**config.mk**
```make
export PLATFORM = sky130hd
export DESIGN_NAME = rcrm_bank
export DESIGN_NICKNAME = d
export VERILOG_FILES = /design/src/design/rcrm_pkg.sv /design/src/design/rcrm_bank.sv
export SDC_FILE = /design/constraint.sdc
export NUM_CORES = 1
export LEC_CHECK = 0
export BUFFER_PORTS_ARGS = -buffer_cell sky130_fd_sc_hd__buf_2
export CORE_MARGIN = 5
export CORE_UTILIZATION = 45
export CTS_CLUSTER_SIZE = 40
export DETAILED_ROUTE_END_ITERATION = 8
export PLACE_DENSITY = 0.71
export RECOVER_POWER = 50
export SYNTH_ARGS = -nofsm -noshare
export SYNTH_HDL_FRONTEND = slang
export SYNTH_SLANG_ARGS = --single-unit
```
**constraint.sdc**
```tcl
create_clock -name sys_clk -period 2.3 [get_ports sys_clk]
set_clock_uncertainty 0.2 [all_clocks]
set_input_delay 0.115 -clock sys_clk [delete_from_list [all_inputs] [get_ports sys_clk]]
set_output_delay 0.115 -clock sys_clk [all_outputs]
set_load 0.03 [all_outputs]
```
**src/design/rcrm_pkg.sv**
```systemverilog
// package: register map, field layouts and reset values of the control register bank
// Notes on behaviour
// (RULE1) word zero is scratch, cleared at reset
// (RULE2) traffic generator enable bit, off at reset
// (RULE3) eight two-bit user output control fields
// (RULE4) 01 drives high, 10 low, else hold
// (RULE5) user output states read back bits 7:0
// (RULE6) first standard io set status, ten bits
// (RULE7) second standard io set status, ten bits
// (RULE8) extension io 1 to 32 readback
// (RULE9) extension io 33 to 40 readback
// (RULE10) channel registers at 0x1n0x, n selects channel
// (RULE11) per channel line extract bypass, on at reset
// (RULE12) event register write stores value, pulses event
// (RULE13) lut bit 0 starts load, self clearing
// (RULE14) lut bit 4 shows load complete
// (RULE15) lut bypass bits 9:8, 01 on, 10 off
// (RULE16) coefficient write stores entry, advances index
// (RULE17) nonzero threshold write sets level, reset one
// (RULE18) threshold bypass bits 9:8, 01 on, 10 off
// (RULE19) host strobes write for one cycle each
// (RULE20) control field acts once per detected change; the bank passes prev as 00, so every 01 or 10 bypass code write acts
// (RULE21) read data shows addressed register, else zero
// (RULE22) all state on one clock, synchronous reset
package rcrm_pkg;
   localparam int unsigned NUM_CHAN = 4;
   localparam int unsigned NUM_UOUT = 8;
   localparam int unsigned LUT_DEPTH = 256;
   localparam logic [15:0] OFS_SCRATCH = 16'h0000;
   localparam logic [15:0] OFS_TRAFFIC = 16'h0001;
   localparam logic [15:0] OFS_UOUT_CTRL = 16'h0002;
   localparam logic [15:0] OFS_UOUT_STATE = 16'h0003;
   localparam logic [15:0] OFS_IO_ONE = 16'h0004;
   localparam logic [15:0] OFS_IO_TWO = 16'h0005;
   localparam logic [15:0] OFS_EXT_LOW = 16'h0006;
   localparam logic [15:0] OFS_EXT_HIGH = 16'h0007;
   localparam logic [3:0] CHAN_PREFIX = 4'h1;
   localparam logic [3:0] CHAN_MID = 4'h0;
   localparam logic [3:0] SUB_LINE = 4'h0;
   localparam logic [3:0] SUB_EVENT = 4'h1;
   localparam logic [3:0] SUB_LUT = 4'h2;
   localparam logic [3:0] SUB_COEF = 4'h3;
   localparam logic [3:0] SUB_THRESH = 4'h4;
   localparam int unsigned LUT_START_BIT = 0;
   localparam int unsigned LUT_DONE_BIT = 4;
   localparam int unsigned BYP_LSB = 8;
   localparam logic [1:0] CODE_ON = 2'h1;
   localparam logic [1:0] CODE_OFF = 2'h2;
   localparam logic [31:0] RST_SCRATCH = 32'h00000000;
   localparam logic [7:0] RST_THRESH = 8'h01;
   localparam logic [7:0] LUT_LAST = 8'hFF;
   localparam logic [15:0] RST_UOUT_CTRL = 16'h0000;

   typedef struct packed {
      logic [15:0] addr;
      logic wr_en;
      logic [31:0] wr_data;
   } rcrm_req_t;

   typedef struct packed {
      logic [9:0] io_one;
      logic [9:0] io_two;
      logic [39:0] ext_io;
      logic [7:0] uout;
   } rcrm_io_t;

   typedef struct packed {
      logic line_bypass;
      logic [1:0] line_code;
      logic [31:0] event_arg;
      logic event_pulse;
      logic lut_done;
      logic lut_loading;
      logic lut_bypass;
      logic [1:0] lut_code;
      logic [7:0] lut_index;
      logic lut_we;
      logic [7:0] lut_addr;
      logic [7:0] lut_data;
      logic [7:0] thresh;
      logic thresh_bypass;
      logic [1:0] thresh_code;
   } rcrm_chan_t;
endpackage

```
**src/design/rcrm_bank.sv**
```systemverilog
// module: control register bank with global and per channel registers
`timescale 1ns/1ps
`default_nettype none
module rcrm_bank (
   input wire logic sys_clk,
   input wire logic rst_b,
   input wire rcrm_pkg::rcrm_req_t req,
   input wire rcrm_pkg::rcrm_io_t io_status,
   output logic [31:0] rd_data,
   output logic traffic_gen_enable,
   output logic [15:0] user_output_control,
   output rcrm_pkg::rcrm_chan_t [rcrm_pkg::NUM_CHAN-1:0] chan
);
   import rcrm_pkg::*;

   typedef struct packed {
      logic [31:0] scratch;
      logic traffic;
      logic [15:0] uout_ctrl;
      logic [31:0] rd;
      rcrm_chan_t [NUM_CHAN-1:0] ch;
   } rcrm_state_t;

   rcrm_state_t state;
   rcrm_state_t next_state;

   // ----------------------------------------
   // address decoding
   // ----------------------------------------
   function automatic logic is_chan(input logic [15:0] a, input logic [3:0] sub, input int unsigned c);
      is_chan = (a[15:12] == CHAN_PREFIX) && (a[11:8] == c[3:0]) && (a[7:4] == CHAN_MID) && (a[3:0] == sub); // RULE10
   endfunction

   // applies a two-bit on/off code only when it differs from prev; every caller here passes
   // prev as 00, so each write of 01 or 10 acts again even if it repeats the stored code
   function automatic logic apply_code(input logic cur, input logic [1:0] code, input logic [1:0] prev);
      apply_code = cur;
      if (code != prev) begin // RULE20
         if (code == CODE_ON) begin // RULE4
            apply_code = 1'b1;
         end else if (code == CODE_OFF) begin
            apply_code = 1'b0;
         end
      end
   endfunction

   // ----------------------------------------
   // next state
   // ----------------------------------------
   always_comb begin
      logic [1:0] code;
      code = 2'h0;
      next_state = state;
      for (int unsigned c = 0; c < NUM_CHAN; c++) begin
         next_state.ch[c].event_pulse = 1'b0;
         next_state.ch[c].lut_we = 1'b0;
      end
      if (req.wr_en) begin // RULE19
         case (req.addr)
            OFS_SCRATCH: begin
               next_state.scratch = req.wr_data; // RULE1
            end
            OFS_TRAFFIC: begin
               next_state.traffic = req.wr_data[0]; // RULE2
            end
            OFS_UOUT_CTRL: begin
               next_state.uout_ctrl = req.wr_data[15:0]; // RULE3
            end
            default: begin
            end
         endcase
         for (int unsigned c = 0; c < NUM_CHAN; c++) begin
            code = req.wr_data[BYP_LSB+:2];
            if (is_chan(req.addr, SUB_LINE, c)) begin
               next_state.ch[c].line_bypass = apply_code(state.ch[c].line_bypass, req.wr_data[1:0], 2'h0); // RULE11
               next_state.ch[c].line_code = req.wr_data[1:0];
            end
            if (is_chan(req.addr, SUB_EVENT, c)) begin
               next_state.ch[c].event_arg = req.wr_data; // RULE12
               next_state.ch[c].event_pulse = 1'b1; // RULE12
            end
            if (is_chan(req.addr, SUB_LUT, c)) begin
               next_state.ch[c].lut_bypass = apply_code(state.ch[c].lut_bypass, code, 2'h0); // RULE15
               next_state.ch[c].lut_code = code;
               if (req.wr_data[LUT_START_BIT]) begin // RULE13
                  next_state.ch[c].lut_loading = 1'b1;
                  next_state.ch[c].lut_done = 1'b0;
                  next_state.ch[c].lut_index = 8'h00;
               end
            end
            if (is_chan(req.addr, SUB_COEF, c)) begin
               next_state.ch[c].lut_we = 1'b1; // RULE16
               next_state.ch[c].lut_addr = state.ch[c].lut_index;
               next_state.ch[c].lut_data = req.wr_data[7:0];
               next_state.ch[c].lut_index = state.ch[c].lut_index + 8'h01; // RULE16
               if (state.ch[c].lut_loading && state.ch[c].lut_index == LUT_LAST) begin
                  next_state.ch[c].lut_done = 1'b1; // RULE14
                  next_state.ch[c].lut_loading = 1'b0;
               end
            end
            if (is_chan(req.addr, SUB_THRESH, c)) begin
               if (req.wr_data[7:0] != 8'h00) begin // RULE17
                  next_state.ch[c].thresh = req.wr_data[7:0];
               end
               next_state.ch[c].thresh_bypass = apply_code(state.ch[c].thresh_bypass, code, 2'h0); // RULE18
               next_state.ch[c].thresh_code = code;
            end
         end
      end
      // read path, registered so data comes from a flip-flop
      next_state.rd = 32'h00000000; // RULE21
      case (req.addr)
         OFS_SCRATCH: next_state.rd = state.scratch;
         OFS_TRAFFIC: next_state.rd = {31'h00000000, state.traffic};
         OFS_UOUT_CTRL: next_state.rd = {16'h0000, state.uout_ctrl};
         OFS_UOUT_STATE: next_state.rd = {24'h000000, io_status.uout}; // RULE5
         OFS_IO_ONE: next_state.rd = {22'h000000, io_status.io_one}; // RULE6
         OFS_IO_TWO: next_state.rd = {22'h000000, io_status.io_two}; // RULE7
         OFS_EXT_LOW: next_state.rd = io_status.ext_io[31:0]; // RULE8
         OFS_EXT_HIGH: next_state.rd = {24'h000000, io_status.ext_io[39:32]}; // RULE9
         default: begin
         end
      endcase
      for (int unsigned c = 0; c < NUM_CHAN; c++) begin
         if (is_chan(req.addr, SUB_LINE, c)) begin
            next_state.rd = {30'h00000000, state.ch[c].line_bypass ? CODE_ON : CODE_OFF};
         end
         if (is_chan(req.addr, SUB_EVENT, c)) begin
            next_state.rd = state.ch[c].event_arg;
         end
         if (is_chan(req.addr, SUB_LUT, c)) begin
            // start bit is write-only and always reads zero
            next_state.rd = {22'h000000, state.ch[c].lut_bypass ? CODE_ON : CODE_OFF, 3'h0, state.ch[c].lut_done, 4'h0};
         end
         if (is_chan(req.addr, SUB_THRESH, c)) begin
            next_state.rd = {22'h000000, state.ch[c].thresh_bypass ? CODE_ON : CODE_OFF, state.ch[c].thresh};
         end
      end
   end

   // ----------------------------------------
   // state register
   // ----------------------------------------
   always_ff @(posedge sys_clk) begin
      if (!rst_b) begin // RULE22
         state.scratch <= RST_SCRATCH;
         state.traffic <= 1'b0;
         state.uout_ctrl <= RST_UOUT_CTRL;
         state.rd <= 32'h00000000;
         for (int unsigned c = 0; c < NUM_CHAN; c++) begin
            state.ch[c].line_bypass <= 1'b1;
            state.ch[c].line_code <= 2'h0;
            state.ch[c].event_arg <= 32'h00000000;
            state.ch[c].event_pulse <= 1'b0;
            state.ch[c].lut_done <= 1'b0;
            state.ch[c].lut_loading <= 1'b0;
            state.ch[c].lut_bypass <= 1'b1;
            state.ch[c].lut_code <= 2'h0;
            state.ch[c].lut_index <= 8'h00;
            state.ch[c].lut_we <= 1'b0;
            state.ch[c].lut_addr <= 8'h00;
            state.ch[c].lut_data <= 8'h00;
            state.ch[c].thresh <= RST_THRESH;
            state.ch[c].thresh_bypass <= 1'b1;
            state.ch[c].thresh_code <= 2'h0;
         end
      end else begin
         state <= next_state;
      end
   end

   assign rd_data = state.rd;
   assign traffic_gen_enable = state.traffic;
   assign user_output_control = state.uout_ctrl; // RULE20
   assign chan = state.ch;
endmodule
`default_nettype wire

```
After elaboration in Yosys (flattened, before gate mapping)
Cells that the tools add are included.
{"block": "classes", "n_addsub": 4, "mul": 0, "div_mod_pow": 0, "magnitude_cmp": 0, "n_eq_ne": 23, "shift": 0, "n_mux": 62, "bitwise_logic": 1, "n_reduce_logical": 94}
{"operator": "two-way mux 32 bit", "count": 14}
{"operator": "case mux 32 bit (8 select lines)", "count": 1}
{"operator": "two-way mux 25 bit", "count": 4}
{"operator": "equality test 16 x 3 -> 1 bit, second input constant", "count": 4}
{"operator": "two-way mux 13 bit", "count": 4}
{"operator": "two-way mux 2 bit", "count": 24}
{"operator": "AND reduction 2 bit", "count": 24}
{"operator": "AND reduction 4 bit", "count": 12}
{"operator": "adder 8 x 1 -> 8 bit, second input constant", "count": 4}
{"operator": "equality test 16 x 2 -> 1 bit, second input constant", "count": 2}
{"operator": "equality test 8 bit, second input constant", "count": 4}
{"operator": "logical AND 1 bit", "count": 32}
{"operator": "AND reduction 3 bit", "count": 8}
{"operator": "nonzero test 2 bit", "count": 12}
{"operator": "two-way mux 10 bit", "count": 2}
{"operator": "equality test 16 x 1 -> 1 bit, second input constant", "count": 1}
{"operator": "equality test 4 x 2 -> 1 bit, second input constant", "count": 4}
{"operator": "zero test 16 bit", "count": 1}
{"operator": "equality test 4 x 1 -> 1 bit, second input constant", "count": 3}
{"operator": "zero test 4 bit", "count": 3}
{"operator": "two-way mux 1 bit", "count": 12}
{"operator": "two-way mux 8 bit", "count": 1}
{"operator": "nonzero test 8 bit", "count": 1}
{"operator": "equality test 2 x 1 -> 1 bit, second input constant", "count": 2}
{"operator": "other kinds (4)", "count": 5}
{"block": "word_totals", "ff_bits": 389, "latchBits": 0, "ramBits": 0, "romBits": 0, "inputBits": 119, "out_inout_bits": 357, "elab_cells": 249, "memories": 0}

Depth between registers and ports, before layout
{"block": "depth", "ltp_word": 20, "mapped_depth": 10, "depth_no_buf": 8}

Least setup slack after synthesis
OpenSTA, ideal clock, no wires.
{"block": "synth_path", "kind": "input to register", "from": "input port req[38] (netlist name)", "to": "register state (netlist bit chan[270])", "setup_time_ns": 0.130, "arrival_ns": 2.109, "t_required_ns": 1.970, "slack_ns": -0.140, "path_stages": 7, "path_buffers": 2, "path_cell_list": "or4_1 -> buf_6 -> buf_2 -> nor3_4 -> nand3_2 -> or4_1 -> nor3b_1"}
{"block": "synth_via", "elab_chain_len": 6, "word_cells_on_any_way": 7, "classes_between": "mux (3); reduce/logical (4)"}
{"item": "start: declaration", "line_no": "rcrm_bank.sv:7", "rtl": "input wire rcrm_pkg::rcrm_req_t req,"}
{"item": "zero test 4 bit (*)", "line_no": "rcrm_bank.sv:31", "rtl": "is_chan = (a[15:12] == CHAN_PREFIX) && (a[11:8] == c[3:0]) && (a[7:4] == CHAN_MID) && (a[3:0] == sub);"}
{"item": "logical AND 1 bit (*)", "line_no": "rcrm_bank.sv:31"}
{"item": "logical AND 1 bit", "line_no": "rcrm_bank.sv:31"}
{"item": "two-way mux 13 bit", "line_no": "rcrm_bank.sv:82", "rtl": "if (is_chan(req.addr, SUB_LUT, c)) begin"}
{"item": "two-way mux 2 bit", "line_no": "rcrm_bank.sv:96", "rtl": "if (state.ch[c].lut_loading && state.ch[c].lut_index == LUT_LAST) begin"}
{"item": "two-way mux 2 bit (*)", "line_no": "rcrm_bank.sv:91", "rtl": "if (is_chan(req.addr, SUB_COEF, c)) begin"}
{"item": "end signal: assignment", "line_no": "rcrm_bank.sv:168", "rtl": "state <= next_state;"}
{"item": "end: declaration", "line_no": "rcrm_bank.sv:24", "rtl": "rcrm_state_t state;"}
Mark *: on every way between the ends. The rest lies on a longest branch, timed or not. The select of a mux whose other input is x is not followed.
A chain may end at the register's enable or synchronous reset.

Worst setup path in the final report
{"block": "layout_path", "from": "input port req[38] (netlist name)", "to": "register state (netlist bit rd_data[2])"}
{"block": "layout_via", "elab_chain_len": 19, "word_cells_on_any_way": 46, "classes_between": "eq/ne (7); mux (17); reduce/logical (22)"}
{"item": "parallel branches: the longest is 18 deep, another holds case mux 32 bit (8 select lines)"}
{"item": "two-way mux 10 bit (*)", "line_no": "rcrm_bank.sv:135", "rtl": "if (is_chan(req.addr, SUB_THRESH, c)) begin"}
Mark *: on every way between the ends.

==> impl_metrics.yaml <==
logic_synthesis:
  synth_area_per_cell_um2: 7.88
  synth_xor_area_frac: 0.00514
  muxShareOfSynthArea: 0.0166
  synthAdderAreaFrac: 0.00534
  yosysUniqueCellTypes: 70
  yosysSeqAreaShare: 0.416
  synth.most_common_cell: "nand2_1"
  ys_warn_count: 0
  ys_ff_latch: 389
  synth-edff-count: 0
  ys.flop_type: "dfxtp_1"
  syn-cell-area_mm2: 0.0187
  synthArstFlopShare: 0
  synth_top_cell_by_area: "dfxtp_1"
  netlist_top_cells_area: "dfxtp_1 (42%), buf_4 (14%), nand2_1 (12%)"
  synth_top_area_frac: 0.416
  synth_simple_gate_area_share: 0.209
  synth_compound_area_frac: 0.171
  synth_top_family_by_area: "simple AND/OR/NAND/NOR gates"
  synth_top_cells_by_count: "nand2_1 (602), dfxtp_1 (389), buf_4 (356)"
  syn-num-nets: 2506
  synthCells: 2379
power:
  leakage_nw: 8.00
  intPower_mw: 11.7
  peakVddDrop_mv: 0.504
  switching_share: 0.223
  finalPower_mw: 15.1
  p_switching_mw: 3.37
  comb_power_share: 0.053
  power_frac_clock: 0.501
  p_seq_frac: 0.446
  powerDensity_mw_per_mm2: 662
die:
  start_util: 0.457
  io_pins: 476
  dieArea_mm2: 0.0458
  core-area_mm2: 0.0410
  rows: 74
  die_x_um: 214
  dieHeight_um: 214
routing:
  routedWlPerCell_um: 24.0
  post_drt_via_cell_ratio: 5.75
  met2WireLength_mm: 35.9
  top_layer_used: "met5"
  num_vias: 18900
  drc_errors: 0
  drt-total-wl_mm: 78.8
  drt-met1-wl_mm: 30.7
  drtIter0Drc: 2444
  met3WireLength_mm: 8.67
  drtAntennaViolNets: 0
  first_pass_iters: 6
timing:
  finalCritPeriodShare: 0.963
  hold_violations: 0
  rsz0062_at_grt: "no"
  slew_viol_final: 0
  slew_headroom: 0.498
  worst_pin_slew_ps: 753
  finalSetupViolations: 0
  setup_slack_ps: 85.8
  fmax_ghz: 0.452
  finalCriticalPeriod_ps: 2210
layout:
  regArea_mm2: 0.00779
  layout-drive-gt1-share: 0.174
  antenna-diode-count: 0
  syn_to_final_growth_pct: 21.8
  multi_input_area_mm2: 0.00774
  nFillCells: 3958
  postLayoutCellArea_mm2: 0.0228
  finalNetCount: 2849
placement:
  post-place-ws_ps: -404
  dpl_cell_area_mm2: 0.0209
  dpl.hpwl_mm: 58.1
  gp_congestion: 1.01
  io_buffer_count: 475
global_route:
  grt_max_degree: 81
  grt_pass1_wl_mm: 116
  grt_pass1_vias: 18000
  grt_antenna_before_repair: 2
  overflow: 0
  grt_use_total: 0.325
clock_tree:
  path_clk_slew_ps: 60
  cts-htree-levels: 2
  root_buffer: "clkbuf_16"
  cts_setup_buffers: 0
  clock_latency_ps: 570
  numCtsBuffers: 42
  numClockSinks: 389
  tritoncts: "done"
  cts.path.max_buffers: 3
setup_path:
  worst_ep_arrival_time_ps: 2510
  crit_path_max_incr_delay_ps: 600
  cp.required_ps: 2590
  critical-path-slowest-cell: "dlygate4sd3_1"
  worstSetupEndpointType: "register"
  path_class: "in2reg"
  startpoint_type: "input pin"
  cp_cell_sequence: "buf_2 > or4_4 > buf_4 > nor4_2 > buf_4 > a221oi_1 > dlygate4sd3_1 > a41oi_1"
  crit_top_cell: "buf_4"
  critPathMaxFanout: 6
  crit_buf_inv: 4
  crit_family: "buffers and inverters"
flow_run:
  cap_violations: 0
outcome:
  outcome: "finished clean"
worst_hold_path:
  min_path_type: "in2reg"
final timing paths:
kind | startpoint | to | slack (ps) | cells past startpoint
max | req[38] | rd_data[2]$_SDFF_PN0_ | 90 | 8
min | io_status[5] | rd_data[5]$_SDFF_PN0_ | 30 | 3
max reg2reg | traffic_gen_enable$_SDFFE_PN0P_ | rd_data[0]$_SDFF_PN0_ | 180 | 6
min reg2reg | chan[114]$_SDFFE_PN0P_ | chan[114]$_SDFFE_PN0P_ | 250 | 2
worst register-to-register path, cell delays in order, from the launching register on:
cell and delay [ps]:
dfxtp_1 310, a222oi_1 390, a21oi_1 180, a221oi_2 250, nand4_1 140, a221o_1 310
a32o_1 250
kinds of logic (layout without fill, tap and decap cells):
logic type / after synthesis / count (layout)
AND/OR/NAND/NOR: 903 / 903
AO/OA/AOI/OAI: 522 / 522
buffers and inverters: 515 / 890
flip-flops: 389 / 389
multiplexers: 31 / 31
XOR/XNOR: 11 / 11
adder cells (fa/ha/maj): 8 / 8
through the flow:
step,hold slack (ps),setup TNS [ps],instances,utilization
3_3_place_gp,200,-26390,3127,0.510
6_report,26.7,0,3286,0.557
2_1_floorplan,51.0,-687,2379,-
4_1_cts,0.152,0,3286,0.568
5_1_grt,2.08,0,3286,0.557
3_5_place_dp,205,-33590,3127,0.510
per-layer routing:
metal	vias up	GRT usage
li1	8489	-
met1	9043	0.417
met2	1150	0.525
met3	204	0.0841
met4	2	0.132
met5	-	0
final cells by class:
type	count	area share
Sequential cell	389	0.341
Multi-Input combinational cell	1475	0.339
Timing Repair Buffer	802	0.220
Clock buffer	54	0.0525
Tap cell	532	0.0292
Clock inverter	22	0.0155
Inverter	12	0.00230
what timing repair did:
item                                    in CTS  in global routing
resized for setup                            0                  3
endpoints found under the hold margin      323                  0
endpoints found under the setup margin       0                  3
hold buffers                                83                  0
power groups by stage:
stage	combinational, mW	sequential (mW)	clock (mW)
6_report	0.800	6.74	7.58
5_1_grt	0.822	6.73	7.98
4_1_cts	0.776	6.74	7.68
3_5_place_dp	0.666	6.89	0
3_3_place_gp	0.663	6.89	0
2_1_floorplan	0.233	6.89	0
registers in the layout, summed over array words and instances, names as in the netlist:
register	cells
chan	308
traffic_gen_enable	1
state	32
rd_data	32
user_output_control	16
layout by cell type, fill, tap and decap left out, drive strengths merged, types with 9 or more instances in the layout:
cell type,n
o21ai,24
a32oi,11
dlygate4sd3,83
clkinv,10
inv,12
nor3,50
a221oi,12
clkbuf,416
nand3,50
nand2,603
buf,357
a22oi,69
bufinv,9
nor2,121
a31oi,25
a222oi,23
nor4,16
mux2i,31
a21oi,305
dfxtp,389
Note: power is estimated with default switching activity, not from simulation.
